**src/verilog/vfd_pkg.sv**
```systemverilog
/*
 vfd_pkg: constants, field layout and helpers for the fetch/decode/execute
 pipeline control. Assumes eight units, one per slot of a 32-bit packet word.
*/
package vfd_pkg;
   localparam int FP_WORDS  = 8;    // words per fetch packet
   localparam int NUM_UNITS = 8;    // functional units
   localparam int WORD_W    = 32;   // instruction word width
   localparam int EX_PHASES = 5;    // execute phases
   localparam int MEM_PHASE = 2;    // phase where ld/st address leaves
   // instruction word fields
   localparam int P_BIT     = 0;    // parallel-with-next bit
   localparam int UNIT_LSB  = 1;    // unit select
   localparam int UNIT_W    = 3;
   localparam int TYPE_LSB  = 4;    // instruction type
   localparam int TYPE_W    = 3;
   localparam int X_BIT     = 12;   // cross path select
   localparam int SRC1_LSB  = 13;
   localparam int SRC2_LSB  = 18;
   localparam int DST_LSB   = 23;
   localparam int REG_W     = 5;
   localparam logic [31:0] NOP_WORD  = 32'h0000_0000;
   localparam logic [31:0] PC_RESET  = 32'h0000_0000;
   localparam logic [31:0] FP_BYTES  = 32'h0000_0020;
   // instruction type codes
   localparam logic [2:0] TY_SINGLE = 3'h0;
   localparam logic [2:0] TY_TWO    = 3'h1;
   localparam logic [2:0] TY_STORE  = 3'h2;
   localparam logic [2:0] TY_FOUR   = 3'h3;
   localparam logic [2:0] TY_LOAD   = 3'h4;
   localparam logic [2:0] TY_BRANCH = 3'h5;

   // dispatch holder state
   typedef enum logic [1:0] {DP_EMPTY = 2'b01, DP_HOLD = 2'b10} vfd_dp_state_t;

   // execute phases that a type occupies
   function automatic logic [2:0] ex_len(input logic [2:0] ty);
      case (ty)
         TY_TWO:   ex_len = 3'h2;
         TY_STORE: ex_len = 3'h3;
         TY_FOUR:  ex_len = 3'h4;
         TY_LOAD:  ex_len = 3'h5;
         default:  ex_len = 3'h1;
      endcase
   endfunction

   // phase of register write, zero when none
   function automatic logic [2:0] wr_phase(input logic [2:0] ty);
      case (ty)
         TY_SINGLE: wr_phase = 3'h1;
         TY_TWO:    wr_phase = 3'h2;
         TY_FOUR:   wr_phase = 3'h4;
         TY_LOAD:   wr_phase = 3'h5;
         default:   wr_phase = 3'h0;
      endcase
   endfunction

   function automatic logic [2:0] unit_of(input logic [31:0] w);
      unit_of = w[UNIT_LSB +: UNIT_W];
   endfunction
endpackage

```
**src/verilog/vfd_slot_if.sv**
```systemverilog
/*
 vfd_slot_if: per-unit dispatch slots, router to pipeline top.
 Assumes one slot per functional unit.
*/
`timescale 1ns/1ps
interface vfd_slot_if;
   logic [vfd_pkg::NUM_UNITS-1:0] valid;                     // slot holds an instruction
   logic [vfd_pkg::WORD_W-1:0]    instr [vfd_pkg::NUM_UNITS]; // routed word
   modport src (output valid, output instr);
   modport dst (input valid, input instr);
endinterface

```
**src/verilog/vfd_pipe.sv**
```systemverilog
/*
 vfd_pipe: fetch, decode and execute phase control of the core pipeline.
 Assumes program memory on the same clock, register file and condition
 logic outside, and a branch unit that reports its redirect in E1.
*/
// Contract
// - fetch eight-word packets moving together
// - address made in generate, sent next phase
// - memory reads in wait; capture in receive
// - exactly four fetch phases per instruction
// - two decode phases: dispatch then decode
// - dispatch splits fetch packet into execute packets
// - execute packet holds one to eight
// - route each instruction to its unit
// - decode holds registers and paths for execution
// - no-ops reach no unit
// - five execute phases, used per type
// - up to eight instructions dispatched per cycle
// - parallel instructions move in lockstep
// - serial instructions keep a fixed offset
// - load and store addresses leave together
// - no interlocks, never stall on registers
// - new execute packet may start each cycle
// - first execute phase: condition, operand read
// - false condition: nothing after first phase
// - single-cycle results written in first phase
// - results usable after last delay slot
`timescale 1ns/1ps
module vfd_pipe #(
   parameter int PC_W = 32
) (
   input  wire logic                                            mclk_i,
   input  wire logic                                            rst_i,
   input  wire logic                                            br_take_i,
   input  wire logic [PC_W-1:0]                                 br_target_i,
   output logic                                                 pm_req_o,
   output logic      [PC_W-1:0]                                 pm_addr_o,
   input  wire logic [vfd_pkg::FP_WORDS*vfd_pkg::WORD_W-1:0]     pm_data_i,
   output logic                                                 fetch_hold_o,
   output logic                                                 ep_issue_o,
   input  wire logic [vfd_pkg::NUM_UNITS-1:0]                    e1_cond_i,
   output logic      [vfd_pkg::NUM_UNITS-1:0]                    e1_valid_o,
   output logic      [vfd_pkg::NUM_UNITS*vfd_pkg::REG_W-1:0]     e1_src1_o,
   output logic      [vfd_pkg::NUM_UNITS*vfd_pkg::REG_W-1:0]     e1_src2_o,
   output logic      [vfd_pkg::NUM_UNITS*vfd_pkg::REG_W-1:0]     e1_dst_o,
   output logic      [vfd_pkg::NUM_UNITS-1:0]                    e1_xpath_o,
   output logic      [vfd_pkg::NUM_UNITS*3-1:0]                  e1_type_o,
   output logic      [vfd_pkg::NUM_UNITS-1:0]                    wb_en_o,
   output logic      [vfd_pkg::NUM_UNITS-1:0]                    mem_addr_en_o,
   output logic      [vfd_pkg::NUM_UNITS-1:0]                    res_avail_o,
   output logic      [vfd_pkg::NUM_UNITS*vfd_pkg::EX_PHASES-1:0] ex_busy_o
);
   localparam int NU      = vfd_pkg::NUM_UNITS;
   localparam int RW      = vfd_pkg::REG_W;
   localparam int EXP     = vfd_pkg::EX_PHASES;
   localparam int FPW     = vfd_pkg::FP_WORDS;
   localparam int WW      = vfd_pkg::WORD_W;
   localparam int FP_BITS = FPW * WW;

   // address must at least step over one packet
   if (PC_W < 6 || PC_W > 32)
   begin : g_pc_check
      $error("vfd_pipe: PC_W must be 6..32");
   end

   ////////////////////////////////////////////////////////////////////////
   // fetch phases
   logic                   stall;        // dispatch still busy
   logic                   pg_v_q;       // generate phase holds an address
   logic [PC_W-1:0]        pg_pc_q;
   logic [PC_W-1:0]        pc_d;
   logic                   brp_q;        // branch seen during a hold
   logic [PC_W-1:0]        brp_pc_q;
   logic                   ps_v_q;       // send phase
   logic [PC_W-1:0]        ps_pc_q;
   logic                   pw_v_q;       // memory wait phase
   logic                   pr_v_q;       // packet at boundary
   logic [FP_BITS-1:0]     pr_data_q;

   // next packet address; a branch overrides the sequential step
   always_comb
   begin
      if (br_take_i)
         pc_d = br_target_i;
      else if (brp_q)
         pc_d = brp_pc_q;
      else
         pc_d = pg_pc_q + PC_W'(vfd_pkg::FP_BYTES);
   end

   // branch arriving in a hold is parked so it is not lost
   always_ff @(posedge mclk_i)
   begin
      if (rst_i || !stall)
         brp_q <= 1'b0;
      else if (br_take_i)
         brp_q <= 1'b1;
      if (br_take_i)
         brp_pc_q <= br_target_i;
   end

   // generate phase: address made inside the core
   always_ff @(posedge mclk_i)
   begin
      if (rst_i)
      begin
         pg_v_q  <= 1'b0;
         pg_pc_q <= PC_W'(vfd_pkg::PC_RESET);
      end
      else if (!stall)
      begin
         pg_v_q  <= 1'b1;
         pg_pc_q <= pg_v_q ? pc_d : pg_pc_q;
      end
   end

   // send, wait and receive phases advance as one
   always_ff @(posedge mclk_i)
   begin
      if (rst_i)
      begin
         ps_v_q <= 1'b0;
         pw_v_q <= 1'b0;
         pr_v_q <= 1'b0;
      end
      else if (!stall)
      begin
         ps_v_q <= pg_v_q;
         pw_v_q <= ps_v_q;
         pr_v_q <= pw_v_q;
      end
   end

   // data paths of the fetch phases
   always_ff @(posedge mclk_i)
   begin
      if (!stall)
      begin
         ps_pc_q   <= pg_pc_q;
         pr_data_q <= pm_data_i;
      end
   end

   assign pm_req_o     = ps_v_q && !stall;
   assign pm_addr_o    = ps_pc_q;
   assign fetch_hold_o = stall;

   ////////////////////////////////////////////////////////////////////////
   // dispatch phase
   vfd_pkg::vfd_dp_state_t dp_state_q;
   logic [FP_BITS-1:0]     dp_words_q;   // held fetch packet
   logic [FPW-1:0]         dp_left_q;    // words not yet dispatched
   logic [FPW-1:0]         pbits;
   logic [FPW-1:0]         ep;           // current execute packet
   logic                   ep_last;
   logic                   dp_busy;

   // gather parallel bits of the held packet
   for (genvar i = 0; i < FPW; i++)
   begin : g_pbit
      assign pbits[i] = dp_words_q[i*WW + vfd_pkg::P_BIT];
   end

   vfd_ep_split u_split (
      .pbits_i (pbits),
      .left_i  (dp_left_q),
      .ep_o    (ep),
      .last_o  (ep_last)
   );

   vfd_slot_if slot_bus ();

   vfd_unit_route u_route (
      .words_i (dp_words_q),
      .ep_i    (ep),
      .slot    (slot_bus.src)
   );

   assign dp_busy    = (dp_state_q == vfd_pkg::DP_HOLD);
   assign stall      = dp_busy && !ep_last;
   assign ep_issue_o = dp_busy;

   // holder: loads from receive, releases one execute packet a cycle
   always_ff @(posedge mclk_i)
   begin
      if (rst_i)
      begin
         dp_state_q <= vfd_pkg::DP_EMPTY;
         dp_left_q  <= '0;
      end
      else
      begin
         case (dp_state_q)
            vfd_pkg::DP_EMPTY:
            begin
               if (pr_v_q)
               begin
                  dp_state_q <= vfd_pkg::DP_HOLD;
                  dp_left_q  <= '1;
               end
            end
            vfd_pkg::DP_HOLD:
            begin
               if (!ep_last)
                  dp_left_q <= dp_left_q & ~ep;
               else if (pr_v_q)
                  dp_left_q <= '1;
               else
               begin
                  dp_state_q <= vfd_pkg::DP_EMPTY;
                  dp_left_q  <= '0;
               end
            end
            default:
            begin
               dp_state_q <= vfd_pkg::DP_EMPTY;
               dp_left_q  <= '0;
            end
         endcase
      end
   end

   // packet words follow the load decision above
   always_ff @(posedge mclk_i)
   begin
      if (pr_v_q && !stall)
         dp_words_q <= pr_data_q;
   end

   ////////////////////////////////////////////////////////////////////////
   // decode phase and first-execute operand fields
   logic [NU-1:0] dc_v_q;                 // unit has a decode slot
   logic [WW-1:0] dc_ins_q [NU];
   logic [NU-1:0] e1_v_q;
   logic [2:0]    e1_ty_q  [NU];
   logic [NU-1:0] live1;                  // in E1 with condition true

   // every unit latches in the same edge, empty slots stay empty
   always_ff @(posedge mclk_i)
   begin
      if (rst_i)
         dc_v_q <= '0;
      else
         dc_v_q <= dp_busy ? slot_bus.valid : '0;
      if (rst_i)
         e1_v_q <= '0;
      else
         e1_v_q <= dc_v_q;
   end

   // per-unit decode of register selects and path choice
   for (genvar u = 0; u < NU; u++)
   begin : g_dec
      always_ff @(posedge mclk_i)
      begin
         dc_ins_q[u] <= slot_bus.instr[u];
         e1_ty_q[u]  <= dc_ins_q[u][vfd_pkg::TYPE_LSB +: 3];
         e1_src1_o[u*RW +: RW] <= dc_ins_q[u][vfd_pkg::SRC1_LSB +: RW];
         e1_src2_o[u*RW +: RW] <= dc_ins_q[u][vfd_pkg::SRC2_LSB +: RW];
         e1_dst_o[u*RW +: RW]  <= dc_ins_q[u][vfd_pkg::DST_LSB +: RW];
         e1_xpath_o[u]         <= dc_ins_q[u][vfd_pkg::X_BIT];
      end
      assign e1_type_o[u*3 +: 3] = e1_ty_q[u];
   end

   assign e1_valid_o = e1_v_q;
   assign live1      = e1_v_q & e1_cond_i;

   ////////////////////////////////////////////////////////////////////////
   // execute phases two to five
   logic [NU-1:0] xv_q  [2:EXP];          // unit busy in phase k
   logic [2:0]    xty_q [2:EXP][NU];

   // an instruction stays only as long as its type needs
   always_ff @(posedge mclk_i)
   begin
      for (int u = 0; u < NU; u++)
      begin
         xv_q[2][u]  <= !rst_i && live1[u]
                        && (vfd_pkg::ex_len(e1_ty_q[u]) >= 3'h2);
         xty_q[2][u] <= e1_ty_q[u];
         for (int k = 3; k <= EXP; k++)
         begin
            xv_q[k][u]  <= !rst_i && xv_q[k-1][u]
                           && (vfd_pkg::ex_len(xty_q[k-1][u]) >= 3'(k));
            xty_q[k][u] <= xty_q[k-1][u];
         end
      end
   end

   // register writes, memory address strobes and occupancy
   always_comb
   begin
      for (int u = 0; u < NU; u++)
      begin
         wb_en_o[u] = live1[u] && (vfd_pkg::wr_phase(e1_ty_q[u]) == 3'h1);
         ex_busy_o[u*EXP] = e1_v_q[u];
         for (int k = 2; k <= EXP; k++)
         begin
            if (xv_q[k][u] && (vfd_pkg::wr_phase(xty_q[k][u]) == 3'(k)))
               wb_en_o[u] = 1'b1;
            ex_busy_o[u*EXP + k - 1] = xv_q[k][u];
         end
         mem_addr_en_o[u] = xv_q[vfd_pkg::MEM_PHASE][u]
            && ((xty_q[vfd_pkg::MEM_PHASE][u] == vfd_pkg::TY_LOAD)
             || (xty_q[vfd_pkg::MEM_PHASE][u] == vfd_pkg::TY_STORE));
      end
   end

   // result usable the cycle after its write ends the delay slots
   always_ff @(posedge mclk_i)
   begin
      if (rst_i)
         res_avail_o <= '0;
      else
         res_avail_o <= wb_en_o;
   end
endmodule

```
**src/verilog/vfd_ep_split.sv**
```systemverilog
/*
 vfd_ep_split: finds the next execute packet among the words still left
 in the held fetch packet. Assumes left_i is contiguous up to the top word.
*/
`timescale 1ns/1ps
module vfd_ep_split (
   input  wire logic [vfd_pkg::FP_WORDS-1:0] pbits_i,
   input  wire logic [vfd_pkg::FP_WORDS-1:0] left_i,
   output logic      [vfd_pkg::FP_WORDS-1:0] ep_o,
   output logic                              last_o
);
   logic done;   // packet end already seen

   // collect words until one without the parallel bit
   always_comb
   begin
      ep_o = '0;
      done = 1'b0;
      for (int i = 0; i < vfd_pkg::FP_WORDS; i++)
      begin
         if (left_i[i] && !done)
         begin
            ep_o[i] = 1'b1;
            done    = !pbits_i[i];
         end
      end
      // top word closes a packet even with its bit set
      last_o = ((left_i & ~ep_o) == '0);
   end
endmodule

```
**src/verilog/vfd_unit_route.sv**
```systemverilog
/*
 vfd_unit_route: steers each word of the current execute packet to the
 unit it selects; no-ops go nowhere. Assumes one word per unit per packet.
*/
`timescale 1ns/1ps
module vfd_unit_route (
   input  wire logic [vfd_pkg::FP_WORDS*vfd_pkg::WORD_W-1:0] words_i,
   input  wire logic [vfd_pkg::FP_WORDS-1:0]                 ep_i,
   vfd_slot_if.src                                           slot
);
   logic [vfd_pkg::WORD_W-1:0] w;   // word under test

   // last matching word wins; software never doubles a unit
   always_comb
   begin
      w = '0;
      slot.valid = '0;
      for (int u = 0; u < vfd_pkg::NUM_UNITS; u++)
      begin
         slot.instr[u] = vfd_pkg::NOP_WORD;
      end
      for (int i = 0; i < vfd_pkg::FP_WORDS; i++)
      begin
         w = words_i[i*vfd_pkg::WORD_W +: vfd_pkg::WORD_W];
         if (ep_i[i] && (w != vfd_pkg::NOP_WORD))
         begin
            slot.valid[vfd_pkg::unit_of(w)] = 1'b1;
            slot.instr[vfd_pkg::unit_of(w)] = w;
         end
      end
   end
endmodule

```
**config.mk**
```make
export PLATFORM = sky130hd
export DESIGN_NAME = vfd_pipe
export DESIGN_NICKNAME = d
export VERILOG_FILES = /design/src/verilog/vfd_pkg.sv /design/src/verilog/vfd_slot_if.sv /design/src/verilog/vfd_pipe.sv /design/src/verilog/vfd_ep_split.sv /design/src/verilog/vfd_unit_route.sv
export SDC_FILE = /design/constraint.sdc
export NUM_CORES = 2
export LEC_CHECK = 0
export BUFFER_PORTS_ARGS = -buffer_cell sky130_fd_sc_hd__buf_2
export CORE_UTILIZATION = 45
export DETAILED_ROUTE_END_ITERATION = 8
export GPL_TIMING_DRIVEN = 1
export SLEW_MARGIN = 5
export SYNTH_ARGS = -nofsm -noshare
export SYNTH_HDL_FRONTEND = slang
export SYNTH_SLANG_ARGS = --single-unit
export TNS_END_PERCENT = 50
```
**constraint.sdc**
```tcl
create_clock -name mclk_i -period 25.8 [get_ports mclk_i]
set_input_delay 2.58 -clock mclk_i [delete_from_list [all_inputs] [get_ports mclk_i]]
set_output_delay 2.58 -clock mclk_i [all_outputs]
set_load 0.005 [all_outputs]
```
## Word-level counts from Yosys, hierarchy flattened

Memories as Yosys holds them, arrays and structs flattened.
Index checks and enable logic that the tools add are counted.

- Logic and storage cells: 742
- RAM bits: 408
- Bits of input ports: 299
- Output and inout port bits: 259
- Memories kept: 4
- Flip-flop bits (word level): 775

Memories:

| name | depth | bits a word | rd ports | clocked after memory_dff | write ports | RTL line | RTL |
|---|---|---|---|---|---|---|---|
| dc_ins_q | 8 | 32 | 8 | 0 | 8 | vfd_pipe.sv:233 | `logic [WW-1:0] dc_ins_q [NU];` |
| xty_q | 4 | 24 | 4 | 0 | 4 | vfd_pipe.sv:272 | `logic [2:0] xty_q [2:EXP][NU];` |
| xv_q | 4 | 8 | 4 | 0 | 4 | vfd_pipe.sv:271 | `logic [NU-1:0] xv_q [2:EXP];` |
| e1_ty_q | 8 | 3 | 8 | 0 | 8 | vfd_pipe.sv:235 | `logic [2:0] e1_ty_q [NU];` |

- Order comparisons: 64
- Equal/unequal tests: 197
- Add/subtract/negate cells: 1
- Bitwise operators: 21
- Muxes and demuxes: 184
- Reductions and logical operators: 224

Operator list:

| cell | number |
|---|---|
| 2-to-1 mux 256 bit | 8 |
| bitwise mux 256 bit | 7 |
| one-hot mux 3 bit (4 select lines) | 72 |
| demux 32 bit (select 3 bit) | 8 |
| 2-to-1 mux 32 bit | 10 |
| equality test 3 x 2 -> 1 bit, second input constant | 88 |
| AND 256 bit | 1 |
| nonzero test 32 bit | 8 |
| equality test 3 bit, second input constant | 56 |
| logical AND 1 bit | 146 |
| equality test 3 x 1 -> 1 bit, second input constant | 48 |
| zero test 3 bit | 40 |
| 2-to-1 mux 8 bit | 11 |
| bitwise OR 8 bit | 7 |
| 2-to-1 mux 1 bit | 55 |
| >= comparator 3 x 2 -> 1 bit, second input constant | 16 |
| >= comparator 3 bit, second input constant | 16 |
| adder 32 x 6 -> 32 bit, second input constant | 1 |
| >= comparator 4 bit, second input constant | 8 |
| < comparator 3 x 4 -> 1 bit, second input constant | 8 |
| < comparator 4 x 1 -> 1 bit, second input constant | 8 |
| inverter 3 -> 4 bit | 8 |
| demux 1 bit (select 3 bit) | 8 |
| >= comparator 3 x 1 -> 1 bit, second input constant | 8 |
| 15 further kinds | 45 |

## Depth between registers and ports, before layout

- Depth after elaboration: 30
- Mapped depth: 11
- Mapped depth without buffers: 7

## Hierarchy

Synthesis repeated with hierarchy kept, for this count alone.

- Cells, all modules: 4,503
- Area, all modules: 46,806.1 µm²

By module, submodules not included:

| module | instances | area each (µm²) | sequential area each (µm²) | cells each |
|---|---|---|---|---|
| vfd_pipe | 1 | 30,505.5 | 27,366.2 | 1,608 |
| vfd_unit_route | 1 | 16,056.6 | 0.0 | 2,862 |
| vfd_ep_split | 1 | 244.0 | 0.0 | 33 |

## Worst setup path before layout

OpenSTA, ideal clock, no wires.

- Path type: register to register
- From: register dp_left_q[0]
- To: register dp_words_q[0], enable pin
- Data required time: 24,921 ps
- Data arrival time: 12,384 ps
- Clock period less this slack: 13,263 ps
- Setup time: 879 ps
- Path buffers: 3
- Setup slack: 12,537 ps
- Cell stages (with the launch flop): 10
- Cell sequence: dfxtp_1 -> buf_4 -> and2b_4 -> buf_2 -> o41ai_1 -> and3_1 -> a41o_1 -> inv_2 -> buf_1 -> nor2_1

- Word-level cells in the longest chain between the ends: 29
- Elaborated cells between the ends (all ways): 36
- Classes of those cells: 15 x mux; 2 x bitwise; 19 x reduce/logical

RTL lines:

| item | RTL line | RTL |
|---|---|---|
| from (decl) | vfd_pipe.sv:152 | `logic [FPW-1:0] dp_left_q;` |
| from (signal assigned) | vfd_pipe.sv:205 | `dp_left_q <= dp_left_q & ~ep;` |
| 2-to-1 mux 1 bit | vfd_ep_split.sv:21 | `if (left_i[i] && !done)` |
| zero test 1 bit | vfd_ep_split.sv:21 |  |
| logical AND 1 bit | vfd_ep_split.sv:21 |  |
| 2-to-1 mux 1 bit | vfd_ep_split.sv:21 |  |
| zero test 1 bit | vfd_ep_split.sv:21 |  |
| logical AND 1 bit | vfd_ep_split.sv:21 |  |
| 2-to-1 mux 1 bit | vfd_ep_split.sv:21 |  |
| zero test 1 bit | vfd_ep_split.sv:21 |  |
| [... 14 more ...] | n/a |  |
| inverter 8 bit | vfd_ep_split.sv:28 | `last_o = ((left_i & ~ep_o) == '0);` |
| AND 8 bit (*) | vfd_ep_split.sv:28 |  |
| zero test 8 bit (*) | vfd_ep_split.sv:28 |  |
| zero test 1 bit (*) | n/a |  |
| logical AND 1 bit (*) | vfd_pipe.sv:180 | `assign stall = dp_busy && !ep_last;` |
| via fetch_hold_o | vfd_pipe.sv:39 | `output logic fetch_hold_o,` |
| zero test 1 bit (*) | vfd_pipe.sv:226 | `if (pr_v_q && !stall)` |
| logical AND 1 bit (*) | vfd_pipe.sv:226 |  |
| to (signal assigned) | vfd_pipe.sv:227 | `dp_words_q <= pr_data_q;` |
| to (decl) | vfd_pipe.sv:151 | `logic [FP_BITS-1:0] dp_words_q;` |

The timed path passes the listed nets; every way through them passes the cells marked *.
A chain may end at the register's enable or synchronous reset.

## Worst setup path after layout

- From: register dp_words_q[0]
- To: output port fetch_hold_o

- Word-level cells in the longest chain between the ends: 28
- Elaborated cells between the ends (all ways): 34
- Classes of those cells: 14 x mux; 2 x bitwise; 18 x reduce/logical

RTL lines:

| item | RTL line | RTL |
|---|---|---|
| zero test 1 bit (*) | vfd_ep_split.sv:24 | `done = !pbits_i[i];` |
| 2-to-1 mux 1 bit (*) | vfd_ep_split.sv:21 |  |
| zero test 1 bit | vfd_ep_split.sv:21 |  |
| logical AND 1 bit | vfd_ep_split.sv:21 |  |
| 2-to-1 mux 1 bit | vfd_ep_split.sv:21 |  |
| zero test 1 bit | vfd_ep_split.sv:21 |  |
| logical AND 1 bit | vfd_ep_split.sv:21 |  |
| 2-to-1 mux 1 bit | vfd_ep_split.sv:21 |  |
| [... 12 more ...] | n/a |  |
| zero test 1 bit | vfd_ep_split.sv:21 |  |
| logical AND 1 bit | vfd_ep_split.sv:21 |  |
| 2-to-1 mux 1 bit | vfd_ep_split.sv:21 |  |
| inverter 8 bit (*) | vfd_ep_split.sv:28 |  |
| AND 8 bit (*) | vfd_ep_split.sv:28 |  |
| zero test 8 bit (*) | vfd_ep_split.sv:28 |  |
| zero test 1 bit (*) | n/a |  |
| logical AND 1 bit (*) | vfd_pipe.sv:180 |  |
| to (decl) | vfd_pipe.sv:39 |  |

Mark *: on every way between the ends. The rest lies on a longest branch, timed or not.

==> qor.yml <==
synth_fp_nets: 4027
cts_resized: 0
reg2reg_setup_slack_ps: 19670
rr_endpoint: "dp_words_q[158]"
cts_buffer_depth: 3
wl_um: 163000
hold_viol: 0
syn_area_per_cell_um2: 11.7
vias_per_cell: 6.16
drive_gt1_share_pct: 21.3
crit_path_end_kind: "primary output"
fill_cells: 8309
track_usage_pct: 32.3
fin_setup_tns_ps: 0
grt-ovfl-total: 0
ys_ff_latch: 1079
synth_area_um2: 43600
drt-wirelength-per-cell_um: 30.0
rr_worst_depth: 9
hp-start: "dc_ins_q[0][84]"
hold_depth: 0
grt_max_degree: 76
cts_setup_buffers: 0
finalCriticalPeriod_ps: 6790
cp_max_fo: 65
vias: 33500
pin_count: 558
setup_viol: 0
ys_async_sr_fraction_pct: 0
hold_path_end: "e1_src2_o[12]"
yosysWarnings: 0
placed_area_um2: 47000
die_height_um: 313
dieArea_um2: 98100
grt_pass1_wl_um: 228000
port_buffers: 557
status: "complete, but fails checks"
tightestPinTransition_ps: 1290
antenna_left: 0
most-common-layout-cells: "576 x edfxtp_1, 557 x buf_2, 503 x dfxtp_1"
violations: "DRC"
slowest_stage: "a41o_4"
clkSinkCount: 1079
syn_to_final_growth_pct: 15.6
crit_type: "flop to primary output"
final_nets: 4371
first_pass_iters: 9
stdcell_area_um2: 50400
leakagePower_nw: 19.7
die_w_um: 313
drtIter0Drc: 5126
setup_ws_ps: 19010
worstPathArrival_ps: 4210
cts_tree: "done"
maxCapViolCount: 0
critical-path-max-stage-delay_ps: 840
hold_buffers: 0
dpl.hpwl_um: 115000
route.detailed.drc: 5
grt_pass1_vias: 31000
critPathLaunch: "dp_words_q[0]"
path_cells: "nand2b_1, nand4_4, o21ai_0, a41o_4, inv_2, buf_2"
syn_inst: 3725
period_share_pct: 26.3
htree_levels: 3
clkLatencyLatePin_ps: 710
layout_commonest_cell: "edfxtp_1"
critPathRequiredTime_ps: 23220
seq_area_frac_synth_pct: 62.8
vdd_drop_max_v: 0.0000595
ctsRootBufferMaster: "clkbuf_16"
synth_flop_cell: "edfxtp_1"
timing.rr.start: "dp_words_q[0]"
fin_util_pct: 52.8
rows: 113
core_area_um2: 95400
drv_slew: 0
cts_made_buffers: 103
fmax_mhz: 147
synth_edf_count: 576
hold_path.class: "flop to flop"
ys_types: 91
slew-limit-headroom_pct: 13.7
antenna_found_initial: 17
dp_slack_ps: 19500
rsz0062_at_grt: "false"
path_clk_slew_ps: 60
skew_ps: 39.8
place.gp.congestion: 0.972
start_kind: "flop"
power.density_nw_per_um2: 69.6
start_util_pct: 45.7
registers in the layout, indices dropped and copies added (netlist names), 2 cells and up:
register / flops
brp_pc_q: 32
dc_ins_q: 152
dc_v_q: 8
dp_left_q: 8
dp_state_q: 2
dp_words_q: 256
e1_dst_o: 40
e1_src1_o: 40
e1_src2_o: 40
e1_ty_q: 24
e1_valid_o: 8
e1_xpath_o: 8
pg_pc_q: 32
pm_addr_o: 32
pr_data_q: 256
res_avail_o: 8
xty_q: 96
xv_q: 32
logic make-up after synthesis:
family                     after synthesis  share of synthesized area (%)
AOI/OAI and AO/OA                      948                           15.8
xor gates and xnor gates                25                          0.502
adders and majority gates                3                         0.0861
buffers and inverters                  494                           5.01
DFF                                   1079                           62.8
muxes                                  145                           3.35
and+or+nand+nor                       1031                           12.5
power by group:
group	switching (W)	internal, W
clock network	0.000645	0.000848
logic	0.0000680	0.0000434
registers	0.0000405	0.00186
total	0.000753	0.00276
per-stage QoR:
step | cells | hold WS [ps] | total power (W)
final | 5434 | 304 | 0.00351
after global routing | 5426 | 318 | 0.00362
after CTS | 5423 | 309 | 0.00353
after detailed placement | 5229 | 312 | 0.00205
after global placement | 5229 | 311 | 0.00205
after floorplan | 3725 | 310 | 0.00197
final cells by class:
class                           count  area [um2]  share of cell area (%)
Antenna cell                       11        27.5                  0.0546
Clock buffer                      139        2960                    5.87
Clock inverter                     55         445                   0.884
Inverter                          103         387                   0.767
Multi-Input combinational cell   2152       14300                    28.4
Sequential cell                  1079       27400                    54.3
Tap cell                         1265        1580                    3.14
Timing Repair Buffer              630        3340                    6.62
worst max-delay path, delay by kind of cell (launching register included):
family,cells,cell delay [ps]
buffers and inverters,2,640
and+or+nand+nor,2,1060
DFF,1,360
AOI/OAI and AO/OA,2,1390
Yosys cell counts, types with 15 or more instances:
library cell | count | share of area, %
edfxtp_1 | 576 | 40
dfxtp_1 | 503 | 23
nor2_1 | 302 | 2.6
clkbuf_1 | 231 | 2.0
nand2_1 | 222 | 1.9
a211oi_1 | 167 | 2.9
o21ai_0 | 166 | 1.9
mux2i_1 | 138 | 3.2
inv_1 | 101 | 0.87
nor4_1 | 97 | 1.4
a222oi_1 | 88 | 2.0
buf_2 | 80 | 0.92
nand3_1 | 76 | 0.87
a21oi_1 | 71 | 0.82
o211ai_1 | 69 | 1.2
nand4_1 | 64 | 0.92
a21o_1 | 62 | 1.1
o31ai_1 | 60 | 1.0
a22oi_1 | 50 | 0.86
nor4b_1 | 41 | 0.82
nor2b_1 | 38 | 0.55
o311ai_0 | 34 | 0.68
buf_1 | 30 | 0.26
o21ai_1 | 30 | 0.34
nor3_1 | 28 | 0.32
o22ai_1 | 27 | 0.39
and3_1 | 26 | 0.37
buf_4 | 24 | 0.41
xnor2_1 | 22 | 0.44
a221o_1 | 21 | 0.48
o221ai_1 | 21 | 0.42
a22o_1 | 20 | 0.40
and4_1 | 17 | 0.34
buf_6 | 17 | 0.44
nand2b_1 | 15 | 0.22
worst max-delay path by stage:
| stage | slack, ps | cells after the start | endpoint |
|---|---|---|---|
| after global routing | 18790 | 6 | fetch_hold_o |
| after global placement | 19540 | 4 | wb_en_o[7] |
| after floorplan | 12540 | 9 | dp_words_q[0] |
| after detailed placement | 19500 | 4 | wb_en_o[7] |
| after CTS | 19010 | 6 | fetch_hold_o |
| final | 19010 | 6 | fetch_hold_o |
metal layers:
| metal | part of all wire (%) | up-vias | global-route usage, % | routed length (um) |
|---|---|---|---|---|
| met5 | 0.075 | - | 0 | 122 |
| met4 | 4.2 | 18 | 12.5 | 6870 |
| met3 | 11 | 377 | 8.99 | 17700 |
| met2 | 45 | 2037 | 49.9 | 72800 |
| met1 | 40 | 16200 | 43.1 | 65600 |
| li1 | - | 14800 | - | - |
Note: power is estimated with default switching activity, not from simulation.
